**config.mk**
```make
export PLATFORM = sky130hd
export DESIGN_NAME = cnt_wdt_top
export DESIGN_NICKNAME = d
export VERILOG_FILES = /design/src/rtl/array_clock_enable.v /design/src/rtl/cnt_wdt_top.v
export VERILOG_INCLUDE_DIRS = /design/src /design/src/rtl
export SDC_FILE = /design/constraint.sdc
export NUM_CORES = 1
export LEC_CHECK = 0
export BUFFER_PORTS_ARGS = -buffer_cell sky130_fd_sc_hd__buf_2
export CAP_MARGIN = 20
export CORE_MARGIN = 8
export CORE_UTILIZATION = 40
export DETAILED_ROUTE_END_ITERATION = 7
export GPL_TIMING_DRIVEN = 0
export SYNTH_ARGS = -nofsm -noshare
export SYNTH_HDL_FRONTEND = slang
export SYNTH_SLANG_ARGS = --single-unit
```
**constraint.sdc**
```tcl
create_clock -name ref_clk -period 7.85 [get_ports ref_clk]
set_clock_uncertainty 0.2 [all_clocks]
set_input_delay 2.355 -clock ref_clk [delete_from_list [all_inputs] [get_ports ref_clk]]
set_output_delay 2.355 -clock ref_clk [all_outputs]
set_load 0.05 [all_outputs]
```
**src/rtl/cnt_wdt_defs.vh**
```
// constants for the counter array with frequency output and watchdog
// assumes byte addresses on a 32-bit register bus, 8-bit registers in the low bits
`ifndef CNT_WDT_DEFS_VH
`define CNT_WDT_DEFS_VH

// ----------------------------------------------------------------
// register byte offsets
// ----------------------------------------------------------------
`define OFS_CTRL 8'h00
`define OFS_MODE 8'h04
`define OFS_CNT_LO 8'h08
`define OFS_CNT_HI 8'h0c
`define OFS_MOD_MODE 8'h10
`define OFS_MOD_LO 8'h20
`define OFS_MOD_HI 8'h30
`define OFS_IRQ_STAT 8'h40
`define OFS_IRQ_CLR 8'h44
`define OFS_IRQ_EN 8'h48

// ----------------------------------------------------------------
// field positions
// ----------------------------------------------------------------
`define CTRL_OVF 7
`define CTRL_RUN 6
`define CTRL_WDT_MATCH 2
`define MODE_IDLE_FRZ 7
`define MODE_WDT_EN 6
`define MODE_CPS_HI 3
`define MODE_CPS_LO 1
`define MM_CMP_EN 6
`define MM_TOG_EN 1
`define MM_PWM_EN 0

// ----------------------------------------------------------------
// reset values and sizes
// ----------------------------------------------------------------
`define MODE_RST 8'h00
`define NUM_MODS 3
`define WDT_MOD 2
`define NUM_EVENTS 4

// ----------------------------------------------------------------
// clock source codes and divider counts
// ----------------------------------------------------------------
`define CPS_DIV12 3'h0
`define CPS_DIV4 3'h1
`define CPS_EXT 3'h2
`define DIV12_LAST 4'hb
`define DIV4_LAST 4'h3

// ----------------------------------------------------------------
// bus answers
// ----------------------------------------------------------------
`define RESP_OKAY 2'h0
`define RESP_SLVERR 2'h2

`endif

```
**src/rtl/array_clock_enable.v**
```verilog
// array clock enable generator: one-cycle tick at the selected counting rate
// assumes ext_clk_pin is asynchronous and toggles slower than ref_clk / 2
`timescale 1ns/1ps
`default_nettype none
`include "cnt_wdt_defs.vh"

module array_clock_enable
(
  // clock and reset
  input wire ref_clk,
  input wire rst,
  // source selection
  input wire [2:0] clock_source_select,
  input wire ext_clk_pin,
  // counting enable
  output reg tick
);

  reg ext_s1_r;
  reg ext_s2_r;
  reg ext_prev_r;
  reg [3:0] div_r;
  reg [3:0] div_last;

  // ----------------------------------------------------------------
  // synchroniser and edge memory for the external source
  // ----------------------------------------------------------------
  always @(posedge ref_clk)
  begin
    if (rst)
    begin
      ext_s1_r <= 1'b0;
      ext_s2_r <= 1'b0;
      ext_prev_r <= 1'b0;
    end
    else
    begin
      ext_s1_r <= ext_clk_pin;
      ext_s2_r <= ext_s1_r;
      ext_prev_r <= ext_s2_r;
    end
  end

  // divider end count for the selected prescale
  always @*
  begin
    div_last = (clock_source_select == `CPS_DIV4) ? `DIV4_LAST : `DIV12_LAST;
  end

  // ----------------------------------------------------------------
  // divider and tick selection
  // ----------------------------------------------------------------
  always @(posedge ref_clk)
  begin
    if (rst)
    begin
      div_r <= 4'h0;
      tick <= 1'b0;
    end
    else
    begin
      if (div_r >= div_last)
        div_r <= 4'h0;
      else
        div_r <= div_r + 4'h1;
      case (clock_source_select)
        `CPS_DIV12: tick <= (div_r >= div_last);
        `CPS_DIV4: tick <= (div_r >= div_last);
        `CPS_EXT: tick <= ext_s2_r & ~ext_prev_r;
        default: tick <= 1'b1;
      endcase
    end
  end

endmodule // array_clock_enable
`default_nettype wire

```
**src/rtl/cnt_wdt_top.v**
```verilog
// counter array with frequency output modules and watchdog, AXI4-Lite slave
// assumes one write and one read outstanding; aw and w offered together
`timescale 1ns/1ps
`default_nettype none
`include "cnt_wdt_defs.vh"

module cnt_wdt_top
(
  // clock and reset
  input wire ref_clk,
  input wire rst,
  // axi4-lite write address and data
  input wire [7:0] s_axi_awaddr,
  input wire s_axi_awvalid,
  output reg s_axi_awready,
  input wire [31:0] s_axi_wdata,
  input wire [3:0] s_axi_wstrb,
  input wire s_axi_wvalid,
  output reg s_axi_wready,
  // axi4-lite write response
  output reg [1:0] s_axi_bresp,
  output reg s_axi_bvalid,
  input wire s_axi_bready,
  // axi4-lite read
  input wire [7:0] s_axi_araddr,
  input wire s_axi_arvalid,
  output reg s_axi_arready,
  output reg [31:0] s_axi_rdata,
  output reg [1:0] s_axi_rresp,
  output reg s_axi_rvalid,
  input wire s_axi_rready,
  // clock source pin and idle state
  input wire ext_clk_pin,
  input wire cpu_idle,
  // outputs
  output reg [`NUM_MODS-1:0] module_output_pin,
  output reg watchdog_reset,
  output reg irq
);

  // ----------------------------------------------------------------
  // address decode helpers
  // ----------------------------------------------------------------
  function is_mod_reg;
    input [7:0] a;
    input [7:0] base;
    begin
      is_mod_reg = (a[7:4] == base[7:4]) && (a[3:2] < `NUM_MODS) && (a[1:0] == 2'h0);
    end
  endfunction

  function is_reg;
    input [7:0] a;
    input [7:0] ofs;
    begin
      is_reg = (a == ofs);
    end
  endfunction

  // ----------------------------------------------------------------
  // state
  // ----------------------------------------------------------------
  reg run_r;
  reg idle_frz_r;
  reg wdt_en_r;
  reg [2:0] cps_r;
  reg [7:0] cnt_lo_r;
  reg [7:0] cnt_hi_r;
  reg [`NUM_MODS-1:0] flag_r;
  reg ovf_r;
  reg [`NUM_EVENTS-1:0] stat_r;
  reg [`NUM_EVENTS-1:0] irq_en_r;
  reg [7:0] mod_mode_r [0:`NUM_MODS-1];
  reg [7:0] mod_lo_r [0:`NUM_MODS-1];
  reg [7:0] mod_hi_r [0:`NUM_MODS-1];

  wire tick;
  wire wr;
  wire [7:0] wd;
  wire [7:0] wa;
  wire cnt_run;
  wire lo_ovf;
  wire full_ovf;
  wire [`NUM_MODS-1:0] match;
  wire [`NUM_EVENTS-1:0] ev;
  wire wdt_hit;
  wire wdt_force;
  reg [7:0] rd_data;
  reg rd_ok;
  // mode register reset image, bits picked one by one
  localparam [7:0] MODE_RST_V = `MODE_RST;

  // ----------------------------------------------------------------
  // counting rate selection
  // ----------------------------------------------------------------
  array_clock_enable u_clk_en
  (
    .ref_clk(ref_clk),
    .rst(rst),
    .clock_source_select(cps_r),
    .ext_clk_pin(ext_clk_pin),
    .tick(tick)
  );

  // ----------------------------------------------------------------
  // bus write decode; both channels taken in the same cycle
  // ----------------------------------------------------------------
  assign wr = s_axi_awready & s_axi_wstrb[0];
  assign wd = s_axi_wdata[7:0];
  assign wa = s_axi_awaddr;

  // ----------------------------------------------------------------
  // counter and events
  // ----------------------------------------------------------------
  // counter runs on the tick when started or forced by the watchdog, unless the idle bit freezes it during cpu_idle
  assign cnt_run = tick & (run_r | wdt_en_r) & ~(idle_frz_r & cpu_idle);
  assign lo_ovf = cnt_run & (cnt_lo_r == 8'hff);
  assign full_ovf = lo_ovf & (cnt_hi_r == 8'hff);
  // reset when low byte overflows and module 2 high equals counter high
  assign wdt_hit = wdt_en_r & lo_ovf & (mod_hi_r[`WDT_MOD] == cnt_hi_r);
  assign wdt_force = wdt_en_r & wr & is_reg(wa, `OFS_CTRL) & wd[`CTRL_WDT_MATCH];
  assign ev = {full_ovf, match};

  always @(posedge ref_clk)
  begin
    if (rst)
    begin
      cnt_lo_r <= 8'h00;
      cnt_hi_r <= 8'h00;
    end
    else if (wr && !wdt_en_r && is_reg(wa, `OFS_CNT_LO))
      cnt_lo_r <= wd;
    else if (wr && !wdt_en_r && is_reg(wa, `OFS_CNT_HI))
      cnt_hi_r <= wd;
    else if (cnt_run)
    begin
      cnt_lo_r <= cnt_lo_r + 8'h01;
      if (lo_ovf)
        cnt_hi_r <= cnt_hi_r + 8'h01;
    end
  end

  // ----------------------------------------------------------------
  // capture/compare modules
  // ----------------------------------------------------------------
  genvar gi;
  generate
    for (gi = 0; gi < `NUM_MODS; gi = gi + 1)
    begin : g_mod
      wire locked;
      wire freq;
      wire timer;
      // module 2 is held as software timer while the watchdog runs
      assign locked = (gi == `WDT_MOD) && wdt_en_r;
      assign freq = ~locked & mod_mode_r[gi][`MM_CMP_EN] & mod_mode_r[gi][`MM_TOG_EN]
        & mod_mode_r[gi][`MM_PWM_EN];
      assign timer = locked | (mod_mode_r[gi][`MM_CMP_EN] & ~mod_mode_r[gi][`MM_PWM_EN]);
      assign match[gi] = cnt_run & (freq ? (mod_lo_r[gi] == cnt_lo_r)
        : (timer & ({mod_hi_r[gi], mod_lo_r[gi]} == {cnt_hi_r, cnt_lo_r})));

      // mode register, locked for module 2 under the watchdog
      always @(posedge ref_clk)
      begin
        if (rst)
          mod_mode_r[gi] <= 8'h00;
        else if (wr && !locked && is_mod_reg(wa, `OFS_MOD_MODE) && (wa[3:2] == gi))
          mod_mode_r[gi] <= wd;
      end

      // low byte: written, or advanced by the interval on a frequency match
      always @(posedge ref_clk)
      begin
        if (rst)
          mod_lo_r[gi] <= 8'h00;
        else if (wr && is_mod_reg(wa, `OFS_MOD_LO) && (wa[3:2] == gi))
          mod_lo_r[gi] <= wd;
        else if (freq && match[gi])
          mod_lo_r[gi] <= mod_lo_r[gi] + mod_hi_r[gi];
      end

      // high byte: plain store, or watchdog refresh
      always @(posedge ref_clk)
      begin
        if (rst)
          mod_hi_r[gi] <= 8'h00;
        else if (wr && is_mod_reg(wa, `OFS_MOD_HI) && (wa[3:2] == gi))
        begin
          if (locked)
            mod_hi_r[gi] <= cnt_hi_r + mod_lo_r[gi];
          else
            mod_hi_r[gi] <= wd;
        end
      end

      // output pin toggles on each frequency match
      always @(posedge ref_clk)
      begin
        if (rst)
          module_output_pin[gi] <= 1'b0;
        else if (freq && match[gi])
          module_output_pin[gi] <= ~module_output_pin[gi];
      end
    end
  endgenerate

  // ----------------------------------------------------------------
  // control and mode registers
  // ----------------------------------------------------------------
  always @(posedge ref_clk)
  begin
    if (rst)
    begin
      run_r <= 1'b0;
      flag_r <= {`NUM_MODS{1'b0}};
      ovf_r <= 1'b0;
    end
    else
    begin
      // flags: software value, events set over a clear
      if (wr && is_reg(wa, `OFS_CTRL))
      begin
        run_r <= wd[`CTRL_RUN];
        flag_r <= wd[`NUM_MODS-1:0] | match;
        ovf_r <= wd[`CTRL_OVF] | full_ovf;
      end
      else
      begin
        flag_r <= flag_r | match;
        ovf_r <= ovf_r | full_ovf;
      end
    end
  end

  // source select and idle bit frozen under the watchdog
  always @(posedge ref_clk)
  begin
    if (rst)
    begin
      idle_frz_r <= MODE_RST_V[`MODE_IDLE_FRZ];
      wdt_en_r <= MODE_RST_V[`MODE_WDT_EN];
      cps_r <= 3'h0;
    end
    else if (wr && is_reg(wa, `OFS_MODE))
    begin
      wdt_en_r <= wd[`MODE_WDT_EN];
      if (!wdt_en_r)
      begin
        idle_frz_r <= wd[`MODE_IDLE_FRZ];
        cps_r <= wd[`MODE_CPS_HI:`MODE_CPS_LO];
      end
    end
  end

  // ----------------------------------------------------------------
  // watchdog reset pulse and interrupt
  // ----------------------------------------------------------------
  always @(posedge ref_clk)
  begin
    if (rst)
      watchdog_reset <= 1'b0;
    else
      watchdog_reset <= wdt_hit | wdt_force;
  end

  // sticky status, write-one clear, set wins
  always @(posedge ref_clk)
  begin
    if (rst)
    begin
      stat_r <= {`NUM_EVENTS{1'b0}};
      irq_en_r <= {`NUM_EVENTS{1'b0}};
      irq <= 1'b0;
    end
    else
    begin
      if (wr && is_reg(wa, `OFS_IRQ_CLR))
        stat_r <= (stat_r & ~wd[`NUM_EVENTS-1:0]) | ev;
      else
        stat_r <= stat_r | ev;
      if (wr && is_reg(wa, `OFS_IRQ_EN))
        irq_en_r <= wd[`NUM_EVENTS-1:0];
      irq <= |(stat_r & irq_en_r);
    end
  end

  // ----------------------------------------------------------------
  // read mux
  // ----------------------------------------------------------------
  always @*
  begin
    rd_data = 8'h00;
    rd_ok = 1'b1;
    if (is_reg(s_axi_araddr, `OFS_CTRL))
      rd_data = {ovf_r, run_r, 3'h0, flag_r};
    else if (is_reg(s_axi_araddr, `OFS_MODE))
      rd_data = {idle_frz_r, wdt_en_r, 2'h0, cps_r, 1'b0};
    else if (is_reg(s_axi_araddr, `OFS_CNT_LO))
      rd_data = cnt_lo_r;
    else if (is_reg(s_axi_araddr, `OFS_CNT_HI))
      rd_data = cnt_hi_r;
    else if (is_mod_reg(s_axi_araddr, `OFS_MOD_MODE))
      rd_data = mod_mode_r[s_axi_araddr[3:2]];
    else if (is_mod_reg(s_axi_araddr, `OFS_MOD_LO))
      rd_data = mod_lo_r[s_axi_araddr[3:2]];
    else if (is_mod_reg(s_axi_araddr, `OFS_MOD_HI))
      rd_data = mod_hi_r[s_axi_araddr[3:2]];
    else if (is_reg(s_axi_araddr, `OFS_IRQ_STAT))
      rd_data = {4'h0, stat_r};
    else if (is_reg(s_axi_araddr, `OFS_IRQ_CLR))
      rd_data = 8'h00;
    else if (is_reg(s_axi_araddr, `OFS_IRQ_EN))
      rd_data = {4'h0, irq_en_r};
    else
      rd_ok = 1'b0;
  end

  // ----------------------------------------------------------------
  // axi4-lite handshakes
  // ----------------------------------------------------------------
  // write: take aw and w together, answer the next cycle
  always @(posedge ref_clk)
  begin
    if (rst)
    begin
      s_axi_awready <= 1'b0;
      s_axi_wready <= 1'b0;
      s_axi_bvalid <= 1'b0;
      s_axi_bresp <= `RESP_OKAY;
    end
    else
    begin
      s_axi_awready <= s_axi_awvalid & s_axi_wvalid & ~s_axi_awready & ~s_axi_bvalid;
      s_axi_wready <= s_axi_awvalid & s_axi_wvalid & ~s_axi_awready & ~s_axi_bvalid;
      if (s_axi_awready)
      begin
        s_axi_bvalid <= 1'b1;
        s_axi_bresp <= (is_reg(wa, `OFS_CTRL) || is_reg(wa, `OFS_MODE)
          || is_reg(wa, `OFS_CNT_LO) || is_reg(wa, `OFS_CNT_HI)
          || is_mod_reg(wa, `OFS_MOD_MODE) || is_mod_reg(wa, `OFS_MOD_LO)
          || is_mod_reg(wa, `OFS_MOD_HI) || is_reg(wa, `OFS_IRQ_STAT)
          || is_reg(wa, `OFS_IRQ_CLR) || is_reg(wa, `OFS_IRQ_EN))
          ? `RESP_OKAY : `RESP_SLVERR;
      end
      else if (s_axi_bready)
        s_axi_bvalid <= 1'b0;
    end
  end

  // read: take ar, return data the next cycle
  always @(posedge ref_clk)
  begin
    if (rst)
    begin
      s_axi_arready <= 1'b0;
      s_axi_rvalid <= 1'b0;
      s_axi_rdata <= 32'h0000_0000;
      s_axi_rresp <= `RESP_OKAY;
    end
    else
    begin
      s_axi_arready <= s_axi_arvalid & ~s_axi_arready & ~s_axi_rvalid;
      if (s_axi_arready)
      begin
        s_axi_rvalid <= 1'b1;
        s_axi_rdata <= {24'h00_0000, rd_data};
        s_axi_rresp <= rd_ok ? `RESP_OKAY : `RESP_SLVERR;
      end
      else if (s_axi_rready)
        s_axi_rvalid <= 1'b0;
    end
  end

endmodule // cnt_wdt_top
`default_nettype wire

```
==> qor.txt <==
postcts setup bufs - 0
Congestion Overflow GR - 0
sequential cell area - 0.003383 mm2
pin count of the biggest net entering global routing - 17
worst min-delay path category - register to register
Clock Sinks - 133
Period Utilization, post-route - 0.5883
Gate power share - 0.125
DRC Markers - 0
Switching Fraction - 0.2803
share of cells above drive strength 1 - 0.1737
placed cell count - 1312
Num CTS Buffers - 17
Post-synth EDFFs - 72
Main synth FF type - edfxtp_1
max incr delay on CP - 0.78 ns
Yosys warnings - 0
via count - 7746
Clock Latency Late Sink - 0.43 ns
FF-to-FF Start - cnt_lo_r[1]
startpoint types - primary input
Setup WS pre-CTS - 2.763 ns
DR pass1 iterations - 5
P&R area growth vs syn - 14.70%
I/O Pins - 107
sequential element share of the synthesized area - 0.3807
CTS clock-pin slew for the worst setup and hold paths - 0.07 ns
Antenna Cells - 0
Area after DPL - 0.009597 mm2
Die Area - 0.02724 mm2
most used cell along the critical path - clkbuf_1
maximum vdd drop - 122.0 uV
CTS root buffer - clkbuf_16
CTS tree - done
Tmin final - 4.618 ns
setup TNS - 0 ns
crit path max fanout - 10
Gates resized, CTS repair - 0
Routed Antenna Nets - 0
min-delay src - s_axi_rvalid
WHS Path Cells - 1
clk buf depth - 2
initial cell density of the core - 0.4072
non-filler cells, final - 1345
relative slew slack - 0.3473
leak pwr - 3.927 nW
Register-to-Register Setup Slack - 4.82 ns
Iteration-0 DRC Markers - 839
status - completed
critical path endpoint category - register
critical path type - primary input to register
die height - 165.1 um
CP max-delay cell - buf_1
Worst Tran Pin Value - 0.9790 ns
routed length on met2 - 13.45 mm
drt total wl - 30.45 mm
area of the mapped netlist - 0.008887 mm2
post-synthesis area per instance - 9.306 um2
Setup Viol. Count Final - 0
uppermost routed layer - met4
Hold WS - 0.2447 ns
clock power share - 0.445
Yosys reg bits - 133
Distinct cells, synth - 77
Sw Pwr - 503.5 uW
H-tree Lvls - 4
R2R depth - 6
final worst slack - 3.232 ns
Detail Placement HPWL - 22.68 mm
Nets - 1149
final instance area - 0.01019 mm2
Int Power - 1.293 mW
Tot GR Track Use - 0.2272
Peak Freq - 0.2165 GHz
CP Cell Sequence - buf_2, clkbuf_1, clkbuf_1, buf_1, nor2_1
Hold Path Sink - s_axi_arready
Core Footprint - 0.02182 mm2
worst path required time - 7.90 ns
RSZ-0062 raised after global routing - no
footprint of the multi-input gates - 0.004893 mm2
routed vias/inst - 5.759
vias in the first global route - 7615
RD Place Congestion - 0.9666
M1 WL - 12.88 mm
FFs w/ async S/R, synth - 0
Max Slew Vio Count - 0
PwrDens - 176.2 mW/mm2
I/O Buffers - 49
CTS Hold Bufs - 0
Critical Path AT - 4.67 ns
Routed wire per std cell - 22.64 um
max-cap viol count - 0
Fin. Hold Viols - 0
initial antenna violation count - 0
die width - 165.1 um
Gate Count Post-Synth - 955
Seq pwr share - 0.430
RR Endpoint - mod_lo_r[2][7]
num rows - 54
fill count - 2122
first-pass GRT wire length - 46.18 mm
WL met3 - 2.830 mm
metrics by stage:
step             util  power, mW
6_report       0.4671      1.797
5_1_grt        0.4671      1.852
4_1_cts        0.4669      1.795
3_5_place_dp   0.4397      1.007
3_3_place_gp   0.4388      1.004
2_1_floorplan       -     0.9353
worst max-delay path, delay by kind of cell:
family        cells  cell delay, ns
simple gates      1            0.23
buf+inv           4            2.07
layout by cell type (no fill, tap or decap), types with 8 or more instances in the layout:
cell type	netlist	final
nor2b_1	14	14
nand3_1	30	30
mux2_2	14	14
clkbuf_16	0	20
edfxtp_1	72	72
clkbuf_1	28	29
xnor2_1	50	50
or3_1	11	11
a22o_1	8	8
nand2_1	58	58
a21oi_1	68	68
nand4_1	12	12
and2_1	18	18
inv_1	36	36
nor3_1	40	40
buf_4	32	34
dfxtp_1	61	61
mux2i_1	38	38
o21ai_0	42	41
xor2_1	30	30
buf_2	11	62
nor2_1	85	85
conb_1	1	26
a211oi_1	13	13
ha_1	32	32
nor4_1	17	17
buf_6	8	8
nand2b_1	8	8
o211ai_1	8	8
routing by layer:
metal,up-vias,track usage
met2,412,0.3451
li1,3602,-
met4,0,0.1057
met3,79,0.04735
met5,-,0
met1,3653,0.3047
area by class of cell:
class,instances,area share
buffer,89,0.05585
clock buffer,22,0.04996
clock inverter,10,0.008101
inverter,36,0.01326
multi-input combinational,722,0.4801
sequential,133,0.3319
tap,280,0.03437
timing repair buffer,53,0.02651
how the worst max path moves through the flow:
stage,startpoint,to,slack [ns],depth (start not counted)
final,rst,u_clk_en.tick,3.23,5
after global routing,rst,u_clk_en.tick,3.23,5
after CTS,rst,u_clk_en.tick,3.19,5
after detailed placement,rst,u_clk_en.tick,2.76,5
after global placement,rst,u_clk_en.tick,2.75,5
after floorplan,s_axi_awaddr[2],mod_lo_r[2][0],3.62,6
sequential cells by signal, indices dropped and copies added (netlist names), 3 cells and up:
signal / count
mod_lo_r: 24
module_output_pin: 3
mod_mode_r: 24
cps_r: 3
cnt_lo_r: 8
flag_r: 3
cnt_hi_r: 8
mod_hi_r: 24
s_axi_rdata: 8
irq_en_r: 4
stat_r: 4
u_clk_en.div_r: 4
kinds of logic (layout without fill, tap and decap cells):
kind of cell	after synthesis	in the layout	share of synthesized area
AO/OA/AOI/OAI	190	190	0.1359
AND/OR/NAND/NOR	331	331	0.1940
multiplexers	58	58	0.07574
flip-flops	133	133	0.3807
adder cells (fa/ha/maj)	37	37	0.05519
other	1	26	0.0004220
buffers and inverters	125	210	0.07926
XOR/XNOR	80	80	0.07884
Yosys cell counts (28+ instances only):
library cell   n  area (um2)
nor2_1        85       319.1
xnor2_1       50       437.9
inv_1         36       135.1
xor2_1        30       262.8
nor3_1        40       200.2
edfxtp_1      72        2162
buf_4         32       240.2
clkbuf_1      28       105.1
o21ai_0       42       210.2
nand2_1       58       217.7
mux2i_1       38       380.4
dfxtp_1       61        1221
ha_1          32       400.4
nand3_1       30       150.1
a21oi_1       68       340.3
power groups by stage:
stage / Sequential, mW / Combinational, mW / Clock (mW)
after floorplan: 0.787 / 0.149 / 0
final: 0.772 / 0.225 / 0.800
after detailed placement: 0.786 / 0.221 / 0
after global placement: 0.786 / 0.219 / 0
after CTS: 0.771 / 0.222 / 0.802
after global routing: 0.773 / 0.241 / 0.838
Note: power is estimated with default switching activity, not from simulation.
